<file path="src/verilog/io_space_pkg.sv">
/*
 * constants for the low i/o space decoder: address map, op codes, widths.
 * assumes a core that presents one access per cycle on ref_clk.
 */
`default_nettype none
package io_space_pkg;
    localparam int DATA_W = 8;
    localparam int IO_AW = 6;
    localparam int MEM_AW = 8;
    localparam logic [MEM_AW-1:0] IO_TO_DATA = 8'h20;
    localparam logic [MEM_AW-1:0] EXT_LO = 8'h60;
    localparam logic [MEM_AW-1:0] BIT_IO_HI = 8'h1F;
    localparam logic [MEM_AW-1:0] IO_HI = 8'h3F;
    localparam logic [IO_AW-1:0] ADR_PIN_B = 6'h03;
    localparam logic [IO_AW-1:0] ADR_DIR_B = 6'h04;
    localparam logic [IO_AW-1:0] ADR_OUT_B = 6'h05;
    localparam logic [IO_AW-1:0] ADR_PIN_C = 6'h06;
    localparam logic [IO_AW-1:0] ADR_DIR_C = 6'h07;
    localparam logic [IO_AW-1:0] ADR_OUT_C = 6'h08;
    localparam logic [IO_AW-1:0] ADR_PIN_D = 6'h09;
    localparam logic [IO_AW-1:0] ADR_DIR_D = 6'h0A;
    localparam logic [IO_AW-1:0] ADR_OUT_D = 6'h0B;
    localparam logic [DATA_W-1:0] PORT_C_MASK = 8'h7F;
    localparam logic [DATA_W-1:0] REG_RESET = 8'h00;
    localparam logic [DATA_W-1:0] ZERO_BYTE = 8'h00;
    // one entry per kind of access the core can issue
    typedef enum logic [2:0]
    {
        OP_NONE,
        OP_PORT_READ,
        OP_PORT_WRITE,
        OP_MEM_READ,
        OP_MEM_WRITE,
        OP_BIT_SET,
        OP_BIT_CLEAR,
        OP_BIT_TEST
    } io_op_t;
endpackage : io_space_pkg
`default_nettype wire

</file>
<file path="src/verilog/io_addr_map.sv">
/*
 * address translation: turns a core access into an i/o index and legality.
 * assumes purely combinational use inside the decoder on the same clock.
 */
`timescale 1ns/100ps
`default_nettype none
module io_addr_map
    import io_space_pkg::*;
(
    // access from the core
    input wire io_op_t op,
    input wire logic [MEM_AW-1:0] addr,
    // decoded result
    output logic [IO_AW-1:0] io_index,
    output logic in_io,
    output logic ext_hit
);
    logic [MEM_AW-1:0] data_off;

    // data-space accesses see i/o at +0x20, short forms see it raw
    always_comb
    begin
        data_off = addr - IO_TO_DATA;
        io_index = addr[IO_AW-1:0];
        in_io = 1'b0;
        ext_hit = 1'b0;
        case (op)
            OP_PORT_READ, OP_PORT_WRITE:
            begin
                in_io = (addr <= IO_HI);
            end
            OP_BIT_SET, OP_BIT_CLEAR, OP_BIT_TEST:
            begin
                in_io = (addr <= BIT_IO_HI);
            end
            OP_MEM_READ, OP_MEM_WRITE:
            begin
                io_index = data_off[IO_AW-1:0];
                in_io = (addr >= IO_TO_DATA) && (addr < EXT_LO);
                ext_hit = (addr >= EXT_LO);
            end
            default:
            begin
                in_io = 1'b0;
            end
        endcase
    end
endmodule : io_addr_map
`default_nettype wire

</file>
<file path="src/verilog/io_space_decode_ports.sv">
/*
 * low i/o space decoder holding the port b/c/d pin, direction and output
 * registers, reached by bit ops, short port ops and data-space load/store.
 * assumes the core holds op, addr, bit_sel and wdata stable for one cycle;
 * pin levels come from the pads and are synchronised here.
 */
// Function
// - bit set/clear only on addresses 0x00-0x1F
// - skip tests sample one selected bit
// - bit ops change only the chosen bit
// - write-one clears flag, zero leaves it
// - short port ops use 6-bit address 0x00-0x3F
// - data-space address is i/o address plus 0x20
// - extended space answers load/store only
`timescale 1ns/100ps
`default_nettype none
module io_space_decode_ports
    import io_space_pkg::*;
(
    // clock and reset
    input wire logic ref_clk,
    input wire logic rst_n,
    // access from the core
    input wire io_op_t op,
    input wire logic [MEM_AW-1:0] addr,
    input wire logic [2:0] bit_sel,
    input wire logic [DATA_W-1:0] wdata,
    output logic [DATA_W-1:0] rdata,
    output logic bit_value,
    output logic skip_taken,
    output logic ext_sel,
    // pads
    input wire logic [DATA_W-1:0] pin_b,
    input wire logic [DATA_W-1:0] pin_c,
    input wire logic [DATA_W-1:0] pin_d,
    output logic [DATA_W-1:0] dir_b,
    output logic [DATA_W-1:0] dir_c,
    output logic [DATA_W-1:0] dir_d,
    output logic [DATA_W-1:0] out_b,
    output logic [DATA_W-1:0] out_c,
    output logic [DATA_W-1:0] out_d,
    // flag hook for write-one-to-clear status bits
    input wire logic [DATA_W-1:0] flag_set,
    output logic [DATA_W-1:0] flag_status
);
    localparam logic [IO_AW-1:0] ADR_FLAG = 6'h0C;
    localparam int NREG = 7;

    logic [IO_AW-1:0] io_index;
    logic in_io;
    logic ext_hit;
    logic [DATA_W-1:0] regs [NREG];
    logic [DATA_W-1:0] next_regs [NREG];
    logic [DATA_W-1:0] flags;
    logic [DATA_W-1:0] next_flags;
    logic [DATA_W-1:0] sync1 [3];
    logic [DATA_W-1:0] sync2 [3];
    logic [DATA_W-1:0] cur;
    logic [DATA_W-1:0] next_rdata;
    logic next_bit_value;
    logic next_skip;
    logic next_ext;
    logic wr;
    logic [DATA_W-1:0] wval;
    logic [DATA_W-1:0] bmask;
    logic [IO_AW-1:0] reg_adr [NREG];
    logic [DATA_W-1:0] reg_mask [NREG];

    assign reg_adr[0] = ADR_DIR_B;
    assign reg_adr[1] = ADR_OUT_B;
    assign reg_adr[2] = ADR_DIR_C;
    assign reg_adr[3] = ADR_OUT_C;
    assign reg_adr[4] = ADR_DIR_D;
    assign reg_adr[5] = ADR_OUT_D;
    assign reg_adr[6] = ADR_FLAG;
    assign reg_mask[0] = 8'hFF;
    assign reg_mask[1] = 8'hFF;
    assign reg_mask[2] = PORT_C_MASK;
    assign reg_mask[3] = PORT_C_MASK;
    assign reg_mask[4] = 8'hFF;
    assign reg_mask[5] = 8'hFF;
    assign reg_mask[6] = ZERO_BYTE;

    io_addr_map u_map
    (
        .op(op),
        .addr(addr),
        .io_index(io_index),
        .in_io(in_io),
        .ext_hit(ext_hit)
    );

    // pad levels are asynchronous, two stages before anything reads them
    always_ff @(posedge ref_clk or negedge rst_n)
    begin
        if (!rst_n)
        begin
            for (int i = 0; i < 3; i++)
            begin
                sync1[i] <= ZERO_BYTE;
                sync2[i] <= ZERO_BYTE;
            end
        end
        else
        begin
            sync1[0] <= pin_b;
            sync1[1] <= pin_c;
            sync1[2] <= pin_d;
            for (int i = 0; i < 3; i++)
            begin
                sync2[i] <= sync1[i];
            end
        end
    end

    // read mux over the legal locations; unmapped gives zero
    always_comb
    begin
        cur = ZERO_BYTE;
        if (io_index == ADR_PIN_B)
        begin
            cur = sync2[0];
        end
        else if (io_index == ADR_PIN_C)
        begin
            cur = sync2[1] & PORT_C_MASK;
        end
        else if (io_index == ADR_PIN_D)
        begin
            cur = sync2[2];
        end
        else if (io_index == ADR_FLAG)
        begin
            cur = flags;
        end
        else
        begin
            for (int i = 0; i < NREG - 1; i++)
            begin
                if (io_index == reg_adr[i])
                begin
                    cur = regs[i] & reg_mask[i];
                end
            end
        end
        if (!in_io)
        begin
            cur = ZERO_BYTE;
        end
    end

    // write value: bit ops touch only the chosen bit, others write zero
    always_comb
    begin
        bmask = 8'h01 << bit_sel;
        wr = in_io && (op == OP_PORT_WRITE || op == OP_MEM_WRITE ||
            op == OP_BIT_SET || op == OP_BIT_CLEAR);
        wval = wdata;
        if (op == OP_BIT_SET)
        begin
            wval = bmask;
        end
        else if (op == OP_BIT_CLEAR)
        begin
            wval = ZERO_BYTE;
        end
        for (int i = 0; i < NREG - 1; i++)
        begin
            next_regs[i] = regs[i];
            if (wr && io_index == reg_adr[i])
            begin
                if (op == OP_BIT_SET || op == OP_BIT_CLEAR)
                begin
                    next_regs[i] = ((regs[i] & ~bmask) | (wval & bmask))
                        & reg_mask[i];
                end
                else
                begin
                    next_regs[i] = wval & reg_mask[i];
                end
            end
        end
        next_regs[NREG-1] = ZERO_BYTE;
        // set beats clear in the same cycle; bit set/clear write zero
        // to the other flags, so they stay intact
        next_flags = flags;
        if (wr && io_index == ADR_FLAG)
        begin
            next_flags = flags & ~wval;
        end
        next_flags = next_flags | flag_set;
        next_rdata = rdata;
        if (op == OP_PORT_READ || op == OP_MEM_READ)
        begin
            next_rdata = cur;
        end
        next_bit_value = cur[bit_sel];
        next_skip = (op == OP_BIT_TEST) && in_io && cur[bit_sel];
        next_ext = ext_hit;
    end

    always_ff @(posedge ref_clk or negedge rst_n)
    begin
        if (!rst_n)
        begin
            for (int i = 0; i < NREG; i++)
            begin
                regs[i] <= REG_RESET;
            end
            flags <= REG_RESET;
            rdata <= ZERO_BYTE;
            bit_value <= 1'b0;
            skip_taken <= 1'b0;
            ext_sel <= 1'b0;
        end
        else
        begin
            for (int i = 0; i < NREG; i++)
            begin
                regs[i] <= next_regs[i];
            end
            flags <= next_flags;
            rdata <= next_rdata;
            bit_value <= next_bit_value;
            skip_taken <= next_skip;
            ext_sel <= next_ext;
        end
    end

    assign dir_b = regs[0];
    assign out_b = regs[1];
    assign dir_c = regs[2];
    assign out_c = regs[3];
    assign dir_d = regs[4];
    assign out_d = regs[5];
    assign flag_status = flags;
endmodule : io_space_decode_ports
`default_nettype wire

</file>
<file path="config.mk">
export PLATFORM = sky130hd
export DESIGN_NAME = io_space_decode_ports
export DESIGN_NICKNAME = d
export VERILOG_FILES = /design/src/verilog/io_space_pkg.sv /design/src/verilog/io_addr_map.sv /design/src/verilog/io_space_decode_ports.sv
export SDC_FILE = /design/constraint.sdc
export NUM_CORES = 1
export LEC_CHECK = 0
export ABC_AREA = 0
export BUFFER_PORTS_ARGS = -buffer_cell sky130_fd_sc_hd__clkbuf_2
export CORE_ASPECT_RATIO = 0.75
export CORE_UTILIZATION = 40
export DETAILED_ROUTE_END_ITERATION = 8
export GPL_TIMING_DRIVEN = 0
export SKIP_CTS_REPAIR_TIMING = 1
export SLEW_MARGIN = 10
export SYNTH_ARGS = -nofsm -noshare
export SYNTH_HDL_FRONTEND = slang
export SYNTH_SLANG_ARGS = --single-unit
</file>
<file path="constraint.sdc">
create_clock -name ref_clk -period 2.64 [get_ports ref_clk]
set_clock_uncertainty 0.15 [all_clocks]
set_input_delay 0.528 -clock ref_clk [delete_from_list [all_inputs] [get_ports ref_clk]]
set_output_delay 0.528 -clock ref_clk [all_outputs]
set_load 0.005 [all_outputs]
</file>
==> results.md <==
* Worst-path clk slew at 0.09 ns
* CP Capture Type: flip-flop
* Area grow syn2layout at 32.4%
* Most frequent cell on the critical path: nand2_2
* Die H at between 100 and 150 um
* Largest net degree at the start of global routing at between 70 and 80
* Post-DP HPWL at 14.5 mm
* Final Hold Viols at 0
* Core Area at 0.0138 sq mm
* CP max stage cell: or3b_4
* Clock Sinks at 111
* Final period util at 103%
* Status: finished with violations
* F_max at 366 MHz
* R2r worst-path depth at 8
* Initial antenna violation count at 0
* CTS Buffer Depth at 2
* Leakage at 0.00336 uW
* Drt pass-1 iters at 5
* Peak VDD IR at 0.340 mV
* Distinct cells, synth at between 70 and 80
* Area of the multi-input gates at 0.00312 sq mm
* First-pass GRT wire length at 28.9 mm
* Avg WL per Cell at 22.0 um
* WL final at 19.4 mm
* Die area at 0.0147 sq mm
* Cell Area, Synth at 0.00569 sq mm
* EDFF count, synth at 0
* Seq/Total Area, Yosys at 48.8%
* Slew headroom at between 10% and 20%
* Post-layout util at 54.6%
* Global-route usage over all layers at a little over a quarter
* Worst Tran Pin Value at about 1.3 ns
* Synth top area share at between 40% and 50%
* Most used DFF post-synth: dfrtp_1
* Drc violations at 0
* Pins Over Slew Limit at 0
* # diodes at 0
* Power Dens Cells at 505 mW/mm^2
* Initial Utilization at between 40% and 50%
* Setup crit start: op[1]
* CTS tree: done
* Worst path depth at 10
* FILL cells at approximately 1200
* Worst min path class: input port to flip-flop
* Final setup vio count at 21
* Clock Latency Late Sink at 0.36 ns
* Cell count after synthesis at approximately 560
* Critical path required time at 2.74 ns
* WP data arrival at 2.83 ns
* CP max FO at 5
* Top cell family by delay on the critical path: simple AND/OR/NAND/NOR gates
* GPL Wtd Cong at approximately 0.94
* Syn avg cell area at 10.2 sq um
* Synth area leader: dfrtp_1
* Synthesis warning total at 0
* Via count at 5159
* Root Buffer: clkbuf_16
* I/O pin cnt at between 100 and 150
* Startpoint Class: input port
* Cells along the critical path: buf_8 -> or3b_4 -> a21oi_4 -> o21ai_4 -> a211oi_4 -> nand2_2 -> nor3_4 -> buf_6 -> nand2_2 -> mux2_4
* Post-synthesis register bit count at 111
* Register area at 0.00278 sq mm
* Vias per inst at 5.84
* FF-to-FF End: skip_taken
* Post-route ant nets at 0
* Vias in the first global route at 4959
* CTS Buf Count at 9
* Async set-or-reset flop fraction in the synthesized netlist at 100%
* MaxCap Viol Count at 0
* Width of the die at 140 um
* IO Port Bufs at 117
* Period minus WS final at between 2 and 3 ns
* Worst path max stage delay at 0.45 ns
* Rows at 37
* H-Tree Depth at 3
* Worst R2R Setup Slack at ~0.34 ns
* Failing checks: setup timing
* Buffers & Inverters on Critical Path at 2
* Final worst slack at -0.0888 ns
* Layout cells sized above 1 at 38.6%
* DR iter-0 viols at 619
* GRT overflow at 0
* Synth top area cells: dfrtp_1 (49%), mux2_1 (8.1%), nand2_1 (5.3%)
* Post-Place Setup Slack at -1.02 ns
* CP Class: input port to flip-flop
* Nets at around 760
* Unrepaired setup endpoints after global routing: yes
==> through the flow <==
step | area, sq um | hold slack (ns) | setup TNS (ns) | total power [uW] | std cells
2_1_floorplan | 5700 | 0.0824 | -0.370 | 2060 | 558
3_3_place_gp | 6510 | 0.185 | -91.77 | 2280 | 850
3_5_place_dp | 6540 | 0.185 | -31.56 | 2300 | 851
4_1_cts | 6870 | -0.0605 | -8.32 | 3750 | 867
5_1_grt | 7540 | 0.106 | -1.46 | 3940 | 883
6_report | 7540 | 0.113 | -0.902 | 3810 | 883
==> layout make-up <==
type / instances / share of cell area, %
inverters: 15 / 0.747
plain buffers: 32 / 3.00
repair buffers: 135 / 10.8
multi-input cells: 399 / 41.4
clock inverters: 7 / 1.28
clock buffers: 9 / 2.99
well taps: 175 / 2.90
flip-flops and latches: 111 / 36.8
==> cells in the mapped netlist (all sizes together) (10+ instances only) <==
cell type and n:
a21oi 27, a22o 11, buf 13, clkbuf 20
dfrtp 111, inv 15, mux2 48, nand2 81
nand2b 16, nand3 13, nor2 20, nor2b 10
nor3 10, o21ai 33, o22ai 11, o31ai 13
==> where the power goes <==
part	internal [uW]	switching (uW)
Sequential	1760	38.0
Combinational	214	352
Clock	700	745
Total	2670	1130
==> logic make-up (layout without fill, tap and decap cells) <==
kind of cell	Yosys count	count (layout)	share of synthesized area, %
and+or+nand+nor	194	194	18.4
muxes	52	52	10.2
other	1	2	0.0659
AOI/OAI and AO/OA	151	151	19.1
DFF	111	111	48.8
buffers and inverters	48	198	3.54
==> metal layers <==
layer  track usage (%)  vias to the layer above  share of wire, %
li1                  -                     2336                 -
met1              40.8                     2577                49
met2              37.3                      218                43
met3              3.50                       28               6.4
met4              7.61                        0               1.7
met5                 0                        -                 0
==> worst register-to-register path, cell delays in order (launching register included) <==
cell	delay, ns
dfrtp_1	0.42
nor4b_2	0.18
o31ai_2	0.36
a21oi_1	0.16
a21oi_2	0.16
a311oi_2	0.06
buf_4	0.19
a2111oi_4	0.39
nor4b_2	0.10
==> how the worst min path moves through the flow <==
stage / endpoint / depth (start not counted) / startpoint / slack (ns)
4_1_cts: rdata[5] / 1 / rst_n / -0.06
6_report: sync1[19] / 1 / pin_b[3] / 0.11
5_1_grt: sync1[6] / 1 / pin_d[6] / 0.11
3_3_place_gp: sync2[1] / 0 / sync1[1] / 0.19
2_1_floorplan: async pin / 0 / rst_n / 0.08
3_5_place_dp: sync2[14] / 0 / sync1[14] / 0.18
==> placed cells by master, fill, tap and decap left out, types with 5 or more instances in the layout <==
cell,instances
o21ai_1,8
o21ai_0,20
clkbuf_4,7
inv_1,15
clkbuf_16,9
mux2_2,7
nand3_1,12
clkbuf_1,7
nand2b_1,15
a21oi_1,20
o31ai_1,10
clkbuf_2,119
nand3b_1,9
or3_1,5
nand2_2,13
nand2_1,65
mux2_4,19
buf_4,16
buf_6,11
a22o_1,11
mux2_1,22
nor3_1,7
dfrtp_1,111
o22ai_1,8
nor2_1,18
a21o_1,9
a22oi_1,5
nor2b_1,8
Power figures use the tool's default switching activity.
